===== config.mk =====
export PLATFORM = sky130hd
export DESIGN_NAME = oscs_sequencer
export DESIGN_NICKNAME = d
export VERILOG_FILES = /design/src/oscs_pkg.sv /design/src/oscs_sequencer.sv
export VERILOG_INCLUDE_DIRS = /design/src
export SDC_FILE = /design/constraint.sdc
export NUM_CORES = 1
export LEC_CHECK = 0
export ABC_CLOCK_PERIOD_IN_PS = 3700
export BUFFER_PORTS_ARGS = -buffer_cell sky130_fd_sc_hd__buf_2
export CORE_ASPECT_RATIO = 1.25
export CORE_MARGIN = 2
export CORE_UTILIZATION = 60
export CTS_BUF_LIST = sky130_fd_sc_hd__clkbuf_8
export DETAILED_ROUTE_END_ITERATION = 7
export GPL_ROUTABILITY_DRIVEN = 1
export PLACE_DENSITY = 0.81
export SYNTH_ARGS = -nofsm -noshare
export SYNTH_HDL_FRONTEND = slang
export SYNTH_SLANG_ARGS = --single-unit
export TNS_END_PERCENT = 10

===== constraint.sdc =====
create_clock -name clk_i -period 3.7 [get_ports clk_i]
set_input_delay 0.37 -clock clk_i [delete_from_list [all_inputs] [get_ports clk_i]]
set_output_delay 0.37 -clock clk_i [all_outputs]
set_load 0.02 [all_outputs]

===== src/oscs_consts.svh =====
// Behaviour
// - with oversampling, the next convert-start rising edge takes every channel's first sample.
// - remaining burst samples use an internal sampling strobe, no further convert-start edges.
// - busy stays high longer as the oversampling ratio rises.
// - previous results stay readable while busy is high.
// - result registers load new data when busy falls.
// - ratio select pins are captured on busy falling, governing the next conversion.
// - select 000 none, 001..110 ratios 2..64, 111 invalid.
`ifndef OSCS_CONSTS_SVH
`define OSCS_CONSTS_SVH
`define OSCS_SEL_NONE 3'h0
`define OSCS_SEL_INVALID 3'h7
`define OSCS_SEL_RESET 3'h0
`define OSCS_MAX_SHIFT 6
`define OSCS_CONV_TIME_NS 4000
`define OSCS_CLK_NS 20
`define OSCS_CONV_CYCLES ((`OSCS_CONV_TIME_NS + `OSCS_CLK_NS - 1) / `OSCS_CLK_NS)
`endif


===== src/oscs_pkg.sv =====
package oscs_pkg;
  typedef enum logic [1:0] {OSCS_IDLE, OSCS_CONVERT, OSCS_DONE} oscs_state_t;
endpackage : oscs_pkg


===== src/oscs_sequencer.sv =====
`timescale 1ns/1ps
`include "oscs_consts.svh"
module oscs_sequencer #(
  parameter int CHANNELS = 8,
  parameter int SAMPLE_W = 14,
  parameter int CONV_CYCLES = `OSCS_CONV_CYCLES
) (
  input wire logic clk_i,
  input wire logic rst_i,
  input wire logic convert_start_group_a_i,
  input wire logic convert_start_group_b_i,
  input wire logic [2:0] oversample_ratio_select_i,
  input wire logic [CHANNELS*SAMPLE_W-1:0] sample_data_i,
  output logic sample_strobe_o,
  output logic busy_o,
  output logic [CHANNELS*SAMPLE_W-1:0] result_o,
  output logic result_update_o
);
  import oscs_pkg::*;

  // ----------------------------------------
  // state
  // ----------------------------------------
  // sum of up to 2**max_shift samples needs max_shift guard bits
  localparam int ACC_W = SAMPLE_W + `OSCS_MAX_SHIFT;
  localparam int CNT_W = $clog2(CONV_CYCLES + 1);
  localparam int SLW = `OSCS_MAX_SHIFT + 1;
  localparam logic [CNT_W-1:0] SLOT_LOAD = CNT_W'(CONV_CYCLES);
  localparam logic [CNT_W-1:0] SLOT_LAST = CNT_W'(1);
  localparam logic [SLW-1:0] ONE_SAMPLE = SLW'(1);

  typedef struct packed {
    // pin synchronisers
    logic [1:0] cs_a_sync;
    logic [1:0] cs_b_sync;
    logic cs_prev;
    logic [2:0] os_pin_sync0;
    logic [2:0] os_pin_sync1;

    // sequencing
    logic [2:0] os_sel;
    oscs_state_t state;
    logic [CNT_W-1:0] conv_cnt;
    logic [SLW-1:0] samples_left;
    logic strobe;
    logic busy;
    logic upd;

    // datapath
    logic [CHANNELS-1:0][ACC_W-1:0] acc;
    logic [CHANNELS*SAMPLE_W-1:0] result;
  } oscs_regs_t;

  oscs_regs_t q_r;
  oscs_regs_t q_nxt;

  // ----------------------------------------
  // decode
  // ----------------------------------------
  // invalid code runs as no oversampling: a safe fallback, never hangs
  function automatic logic [2:0] ratio_shift(input logic [2:0] sel);
    if (sel == `OSCS_SEL_INVALID)
    begin
      ratio_shift = `OSCS_SEL_NONE;
    end
    else
    begin
      ratio_shift = sel;
    end
  endfunction : ratio_shift

  // samples in one burst, one when oversampling is off
  function automatic logic [SLW-1:0] burst_len(input logic [2:0] sel);
    burst_len = ONE_SAMPLE << ratio_shift(sel);
  endfunction : burst_len

  // ----------------------------------------
  // start detect
  // ----------------------------------------
  logic cs_any;
  logic cs_rise;

  // both groups must be high: a lone group never starts a burst
  assign cs_any = q_r.cs_a_sync[1] & q_r.cs_b_sync[1];
  assign cs_rise = cs_any & ~q_r.cs_prev;

  // ----------------------------------------
  // slot timing
  // ----------------------------------------
  logic slot_end;
  logic last_sample;

  // one conversion slot per sample: busy grows with the ratio
  assign slot_end = (q_r.conv_cnt <= SLOT_LAST);
  assign last_sample = (q_r.samples_left == ONE_SAMPLE);

  // ----------------------------------------
  // per channel arithmetic
  // ----------------------------------------
  logic [CHANNELS-1:0][ACC_W-1:0] acc_sum;
  logic [CHANNELS-1:0][SAMPLE_W-1:0] avg_val;

  genvar ch;

  generate
    for (ch = 0; ch < CHANNELS; ch = ch + 1)
    begin : g_chan
      logic signed [SAMPLE_W-1:0] raw;
      logic signed [ACC_W-1:0] raw_ext;
      logic signed [ACC_W-1:0] scaled;

      assign raw = sample_data_i[ch*SAMPLE_W +: SAMPLE_W];
      // sign extension keeps negative samples negative in the sum
      assign raw_ext = ACC_W'(raw);
      assign acc_sum[ch] = q_r.acc[ch] + raw_ext;

      // arithmetic shift keeps sign; truncating average of the burst
      assign scaled = $signed(q_r.acc[ch]) >>> ratio_shift(q_r.os_sel);
      assign avg_val[ch] = scaled[SAMPLE_W-1:0];
    end
  endgenerate

  // ----------------------------------------
  // next state
  // ----------------------------------------
  always_comb
  begin
    q_nxt = q_r;

    q_nxt.cs_a_sync = {q_r.cs_a_sync[0], convert_start_group_a_i};
    q_nxt.cs_b_sync = {q_r.cs_b_sync[0], convert_start_group_b_i};
    q_nxt.cs_prev = cs_any;

    q_nxt.os_pin_sync0 = oversample_ratio_select_i;
    q_nxt.os_pin_sync1 = q_r.os_pin_sync0;

    q_nxt.strobe = 1'h0;
    q_nxt.upd = 1'h0;

    unique case (q_r.state)
      OSCS_IDLE:
      begin
        // edges while busy are ignored: only idle takes a start
        if (cs_rise)
        begin
          q_nxt.state = OSCS_CONVERT;
          q_nxt.busy = 1'h1;
          q_nxt.strobe = 1'h1;
          q_nxt.samples_left = burst_len(q_r.os_sel);
          q_nxt.conv_cnt = SLOT_LOAD;
          q_nxt.acc = '0;
        end
      end

      OSCS_CONVERT:
      begin
        if (!slot_end)
        begin
          q_nxt.conv_cnt = q_r.conv_cnt - SLOT_LAST;
        end
        else
        begin
          q_nxt.acc = acc_sum;
          q_nxt.samples_left = q_r.samples_left - ONE_SAMPLE;
          q_nxt.conv_cnt = SLOT_LOAD;
          if (last_sample)
          begin
            q_nxt.state = OSCS_DONE;
          end
          else
          begin
            q_nxt.strobe = 1'h1;
          end
        end
      end

      OSCS_DONE:
      begin
        q_nxt.state = OSCS_IDLE;
        q_nxt.busy = 1'h0;
        q_nxt.upd = 1'h1;
        q_nxt.os_sel = q_r.os_pin_sync1;
        q_nxt.result = avg_val;
      end

      default:
      begin
        q_nxt.state = OSCS_IDLE;
      end
    endcase
  end

  // ----------------------------------------
  // registers
  // ----------------------------------------
  always_ff @(posedge clk_i)
  begin
    if (rst_i)
    begin
      q_r <= '0;
      q_r.os_sel <= `OSCS_SEL_RESET;
      q_r.state <= OSCS_IDLE;
    end
    else
    begin
      q_r <= q_nxt;
    end
  end

  // ----------------------------------------
  // outputs
  // ----------------------------------------
  // results hold steady during busy so reads can overlap conversion
  assign result_o = q_r.result;

  assign busy_o = q_r.busy;

  assign sample_strobe_o = q_r.strobe;

  assign result_update_o = q_r.upd;
endmodule : oscs_sequencer


==> impl_results.md <==
* Final Max Slew Viols at 0
* Skew-Pair Late Insertion Delay at 0.62 ns
* Leak at 0.009712 µW
* Syn nets at 3,158
* Chip height at 221.6 µm
* CP max FO at 5
* Global-route usage over all layers at 0.3285
* Synthesized area at 0.02274 mm²
* Setup bufs post-CTS at 0
* Max Root-Sink Buffers at 3
* Slew Limit Headroom at 0.2168
* Die ar. at 0.03948 mm²
* Start point of the critical path: q_r[213]
* Number of global-route vias before repair at 21,010
* Largest net degree at the start of global routing at 166
* Adder-cell share of the synthesized area at 0.09290
* Post-DP HPWL at 47.29 mm
* Fin Clk Skew at 0.02456 ns
* Core area at 0.03726 mm²
* Fin. Hold Viols at 0
* EDFF count, synth at 0
* Grt total ovfl at 0
* Post-Synth XOR/XNOR Area at 0.03775
* Post-synthesis async set-or-reset flop share at 0
* Synth-to-Final Area Change at 7.583%
* Routed len/inst at 19.39 µm
* Fraction of layout cells with a size suffix above 1 at 0.1308
* Compound-Gate Fraction of Synth Area at 0.2261
* Nets at 3,200
* Clock Tree Root: clkbuf_8
* Port bufs at 233
* CTS tree: built
* Worst reg-to-reg setup slack at 0.56 ns
* CTS Sinks at 306
* Outcome: finished clean
* Routed wire length at 66.66 mm
* Max IR drop VDD at 0.2154 mV
* Min cycle time layout at 3.142 ns
* R2R Path End: q_r[229]
* Initial Util at 0.6101
* Clock slew at reported path FFs at 0.06 ns
* Final Cycle Share at 0.8491
* Largest family of logic cells by synthesized area: compound AO/OA/AOI/OAI gates
* Simple-gate share of the synthesized area at 0.1909
* # rows at 79
* #FFs+latches synth at 306
* Dominant synthesized flop cell: dfxtp_1
* Hold Slack at 0.1262 ns
* Worst EP required at 4.19 ns
* Worst flop-to-flop path startpoint: q_r[213]
* CP Class: reg2reg
* Reported max-cap violation count at 0
* CTS-repair resized insts at 0
* TNS Setup at 0 ns
* Yosys cell types at 71
* Mux contribution to synthesized area at 0.1042
* DRC viols at 0
* RSZ-0062 raised after global routing: no
* H-tree levels at 2
* CP Capture Point: q_r[229]
* Pre-Repair DR Iteration Count at 5
* PD cells at 288.7 mW/mm²
* Final setup fails at 0
* Avg Cell Area, Syn at 7.908 µm²
* Via/cell ratio at 6.360
* GP Congestion at 0.9323
* Startpoint Class: flip-flop
* Syn. warnings at 0
* Max Freq at 318.3 MHz
* Reg2reg path depth at 10
* Crit path arrival time at 3.63 ns
* Total CTS buffers at 52
* Die X at 178.1 µm
* CP Capture Type: flip-flop
* Vias at 21,870
* Hold WC Path Type: in2reg
* Initial antenna violation count at 3
* Least-Margin Pin Slew at 1.172 ns
* # IOs at 234
* Seq/Total Area, Yosys at 0.2694
* Syn Inst Count at 2,875
* Routed Antenna Nets at 0
* Drt initial violations at 1,688
* First-pass GRT wire length at 106.3 mm
critical path, cell delays in order, from the launching register on:
cell and delay (ns):
dfxtp_1 0.41, ha_1 0.27, a21o_1 0.17, a21o_1 0.23
a2111oi_0 0.64, nor3_1 0.19, o31ai_1 0.44, o221ai_1 0.19
a21oi_1 0.23, xor2_1 0.16, o21ai_0 0.09
final cells by class:
| type | count | area [µm²] |
|---|---|---|
| well taps | 486 | 608.1 |
| diodes | 2 | 5.005 |
| inverters | 72 | 270.3 |
| repair buffers | 273 | 1548 |
| flip-flops and latches | 306 | 6130 |
| clock buffers | 69 | 949.7 |
| multi-input cells | 2212 | 14880 |
| fillers | 3184 | 12800 |
| clock inverters | 18 | 73.82 |
stage by stage:
stage / power, µW / util / instances / worst slack (ns) / area [µm²]
CTS: 7100 / 0.6562 / 3436 / 0.6562 / 24450
global route: 7318 / 0.6564 / 3438 / 0.3331 / 24460
global placement: 4026 / 0.6274 / 3344 / 0.6073 / 23380
detailed placement: 4049 / 0.6274 / 3344 / 0.4995 / 23380
floorplan: 3834 / - / 2875 / 1.051 / 22740
finish: 7061 / 0.6564 / 3438 / 0.5584 / 24460
cells in the final DEF, fill, tap and decap left out, drive strengths merged, types with 28 or more instances in the layout:
| master | instances |
|---|---|
| nand3 | 79 |
| a21oi | 205 |
| a21o | 57 |
| nor2 | 217 |
| clkbuf | 69 |
| dfxtp | 306 |
| nor3 | 72 |
| a311oi | 70 |
| a211oi | 84 |
| nand2 | 369 |
| mux2i | 195 |
| xnor2 | 46 |
| ha | 156 |
| o21ai | 178 |
| a31oi | 28 |
| xor2 | 52 |
| nand2b | 31 |
| inv | 87 |
| buf | 268 |
| nor2b | 56 |
how the worst min path moves through the flow:
stage          cells past startpoint       end  slack (ns)               from
2_1_floorplan                      1  q_r[295]        0.41         q_nxt[295]
3_3_place_gp                       1  q_r[296]        0.42         q_nxt[296]
3_5_place_dp                       1  q_r[303]        0.42         q_nxt[303]
4_1_cts                            4  q_r[232]        0.11  sample_data_i[84]
5_1_grt                            4  q_r[112]        0.14   sample_data_i[0]
6_report                           4  q_r[232]        0.13  sample_data_i[84]
report_power, final:
group          switching (µW)  internal, µW  leakage, µW  total (µW)
Clock                    1420          1640     0.000584        3070
Sequential               25.0          3320      0.00247        3350
Combinational             397           251      0.00666         648
Total                    1850          5210      0.00971        7060
cell families after synthesis:
kind of cell | Yosys count
simple gates | 941
flops | 306
compound gates | 793
mux | 216
buf+inv | 357
xor+xnor | 98
fa+ha+maj | 164
sequential cells by signal, indices dropped and copies added (netlist names):
signal	flops
busy_o	1
q_nxt	5
q_r	186
result_o	112
result_update_o	1
sample_strobe_o	1
cells in the mapped netlist, types with 7 or more instances:
library cell	n	area, µm²
xnor2_1	46	402.9
and4_1	7	61.31
o21bai_1	19	142.6
mux2i_1	195	1952
o21ai_0	175	875.8
a21oi_1	205	1026
a31oi_1	28	175.2
nand4_1	9	56.30
xor2_1	52	455.4
o22ai_1	12	75.07
ha_1	156	1952
a21boi_0	7	52.55
and2_1	14	87.58
buf_4	113	848.3
and3_1	22	137.6
nand3_1	79	395.4
inv_1	72	270.3
a211oi_1	84	630.6
nor4_1	15	93.84
a311oi_1	70	613.1
nand2b_1	30	187.7
nor3b_1	10	75.07
a221oi_1	19	166.4
o21a_1	22	165.2
nor2b_1	56	350.3
nor3_1	72	360.4
clkbuf_1	136	510.5
o31ai_1	11	82.58
dfxtp_1	306	6126
mux4_2	16	360.4
nand2_1	368	1381
fa_1	8	160.2
nor2_1	216	810.8
buf_1	15	56.30
or3_1	17	106.4
a211o_1	8	70.07
o211ai_1	26	195.2
buf_2	21	105.1
a21o_1	57	427.9
what timing repair did:
item,4_1_cts,5_1_grt
setup endpoints to repair,0,0
hold buffers,5,0
endpoints found under the hold margin,5,0
per-layer routing:
metal / track usage / wire [µm]
met2: 0.5326 / 30510
met1: 0.4270 / 28420
met5: 0 / 12
met4: 0.1417 / 2652
met3: 0.05641 / 5060
No activity file was read; power rests on OpenSTA's default activity.
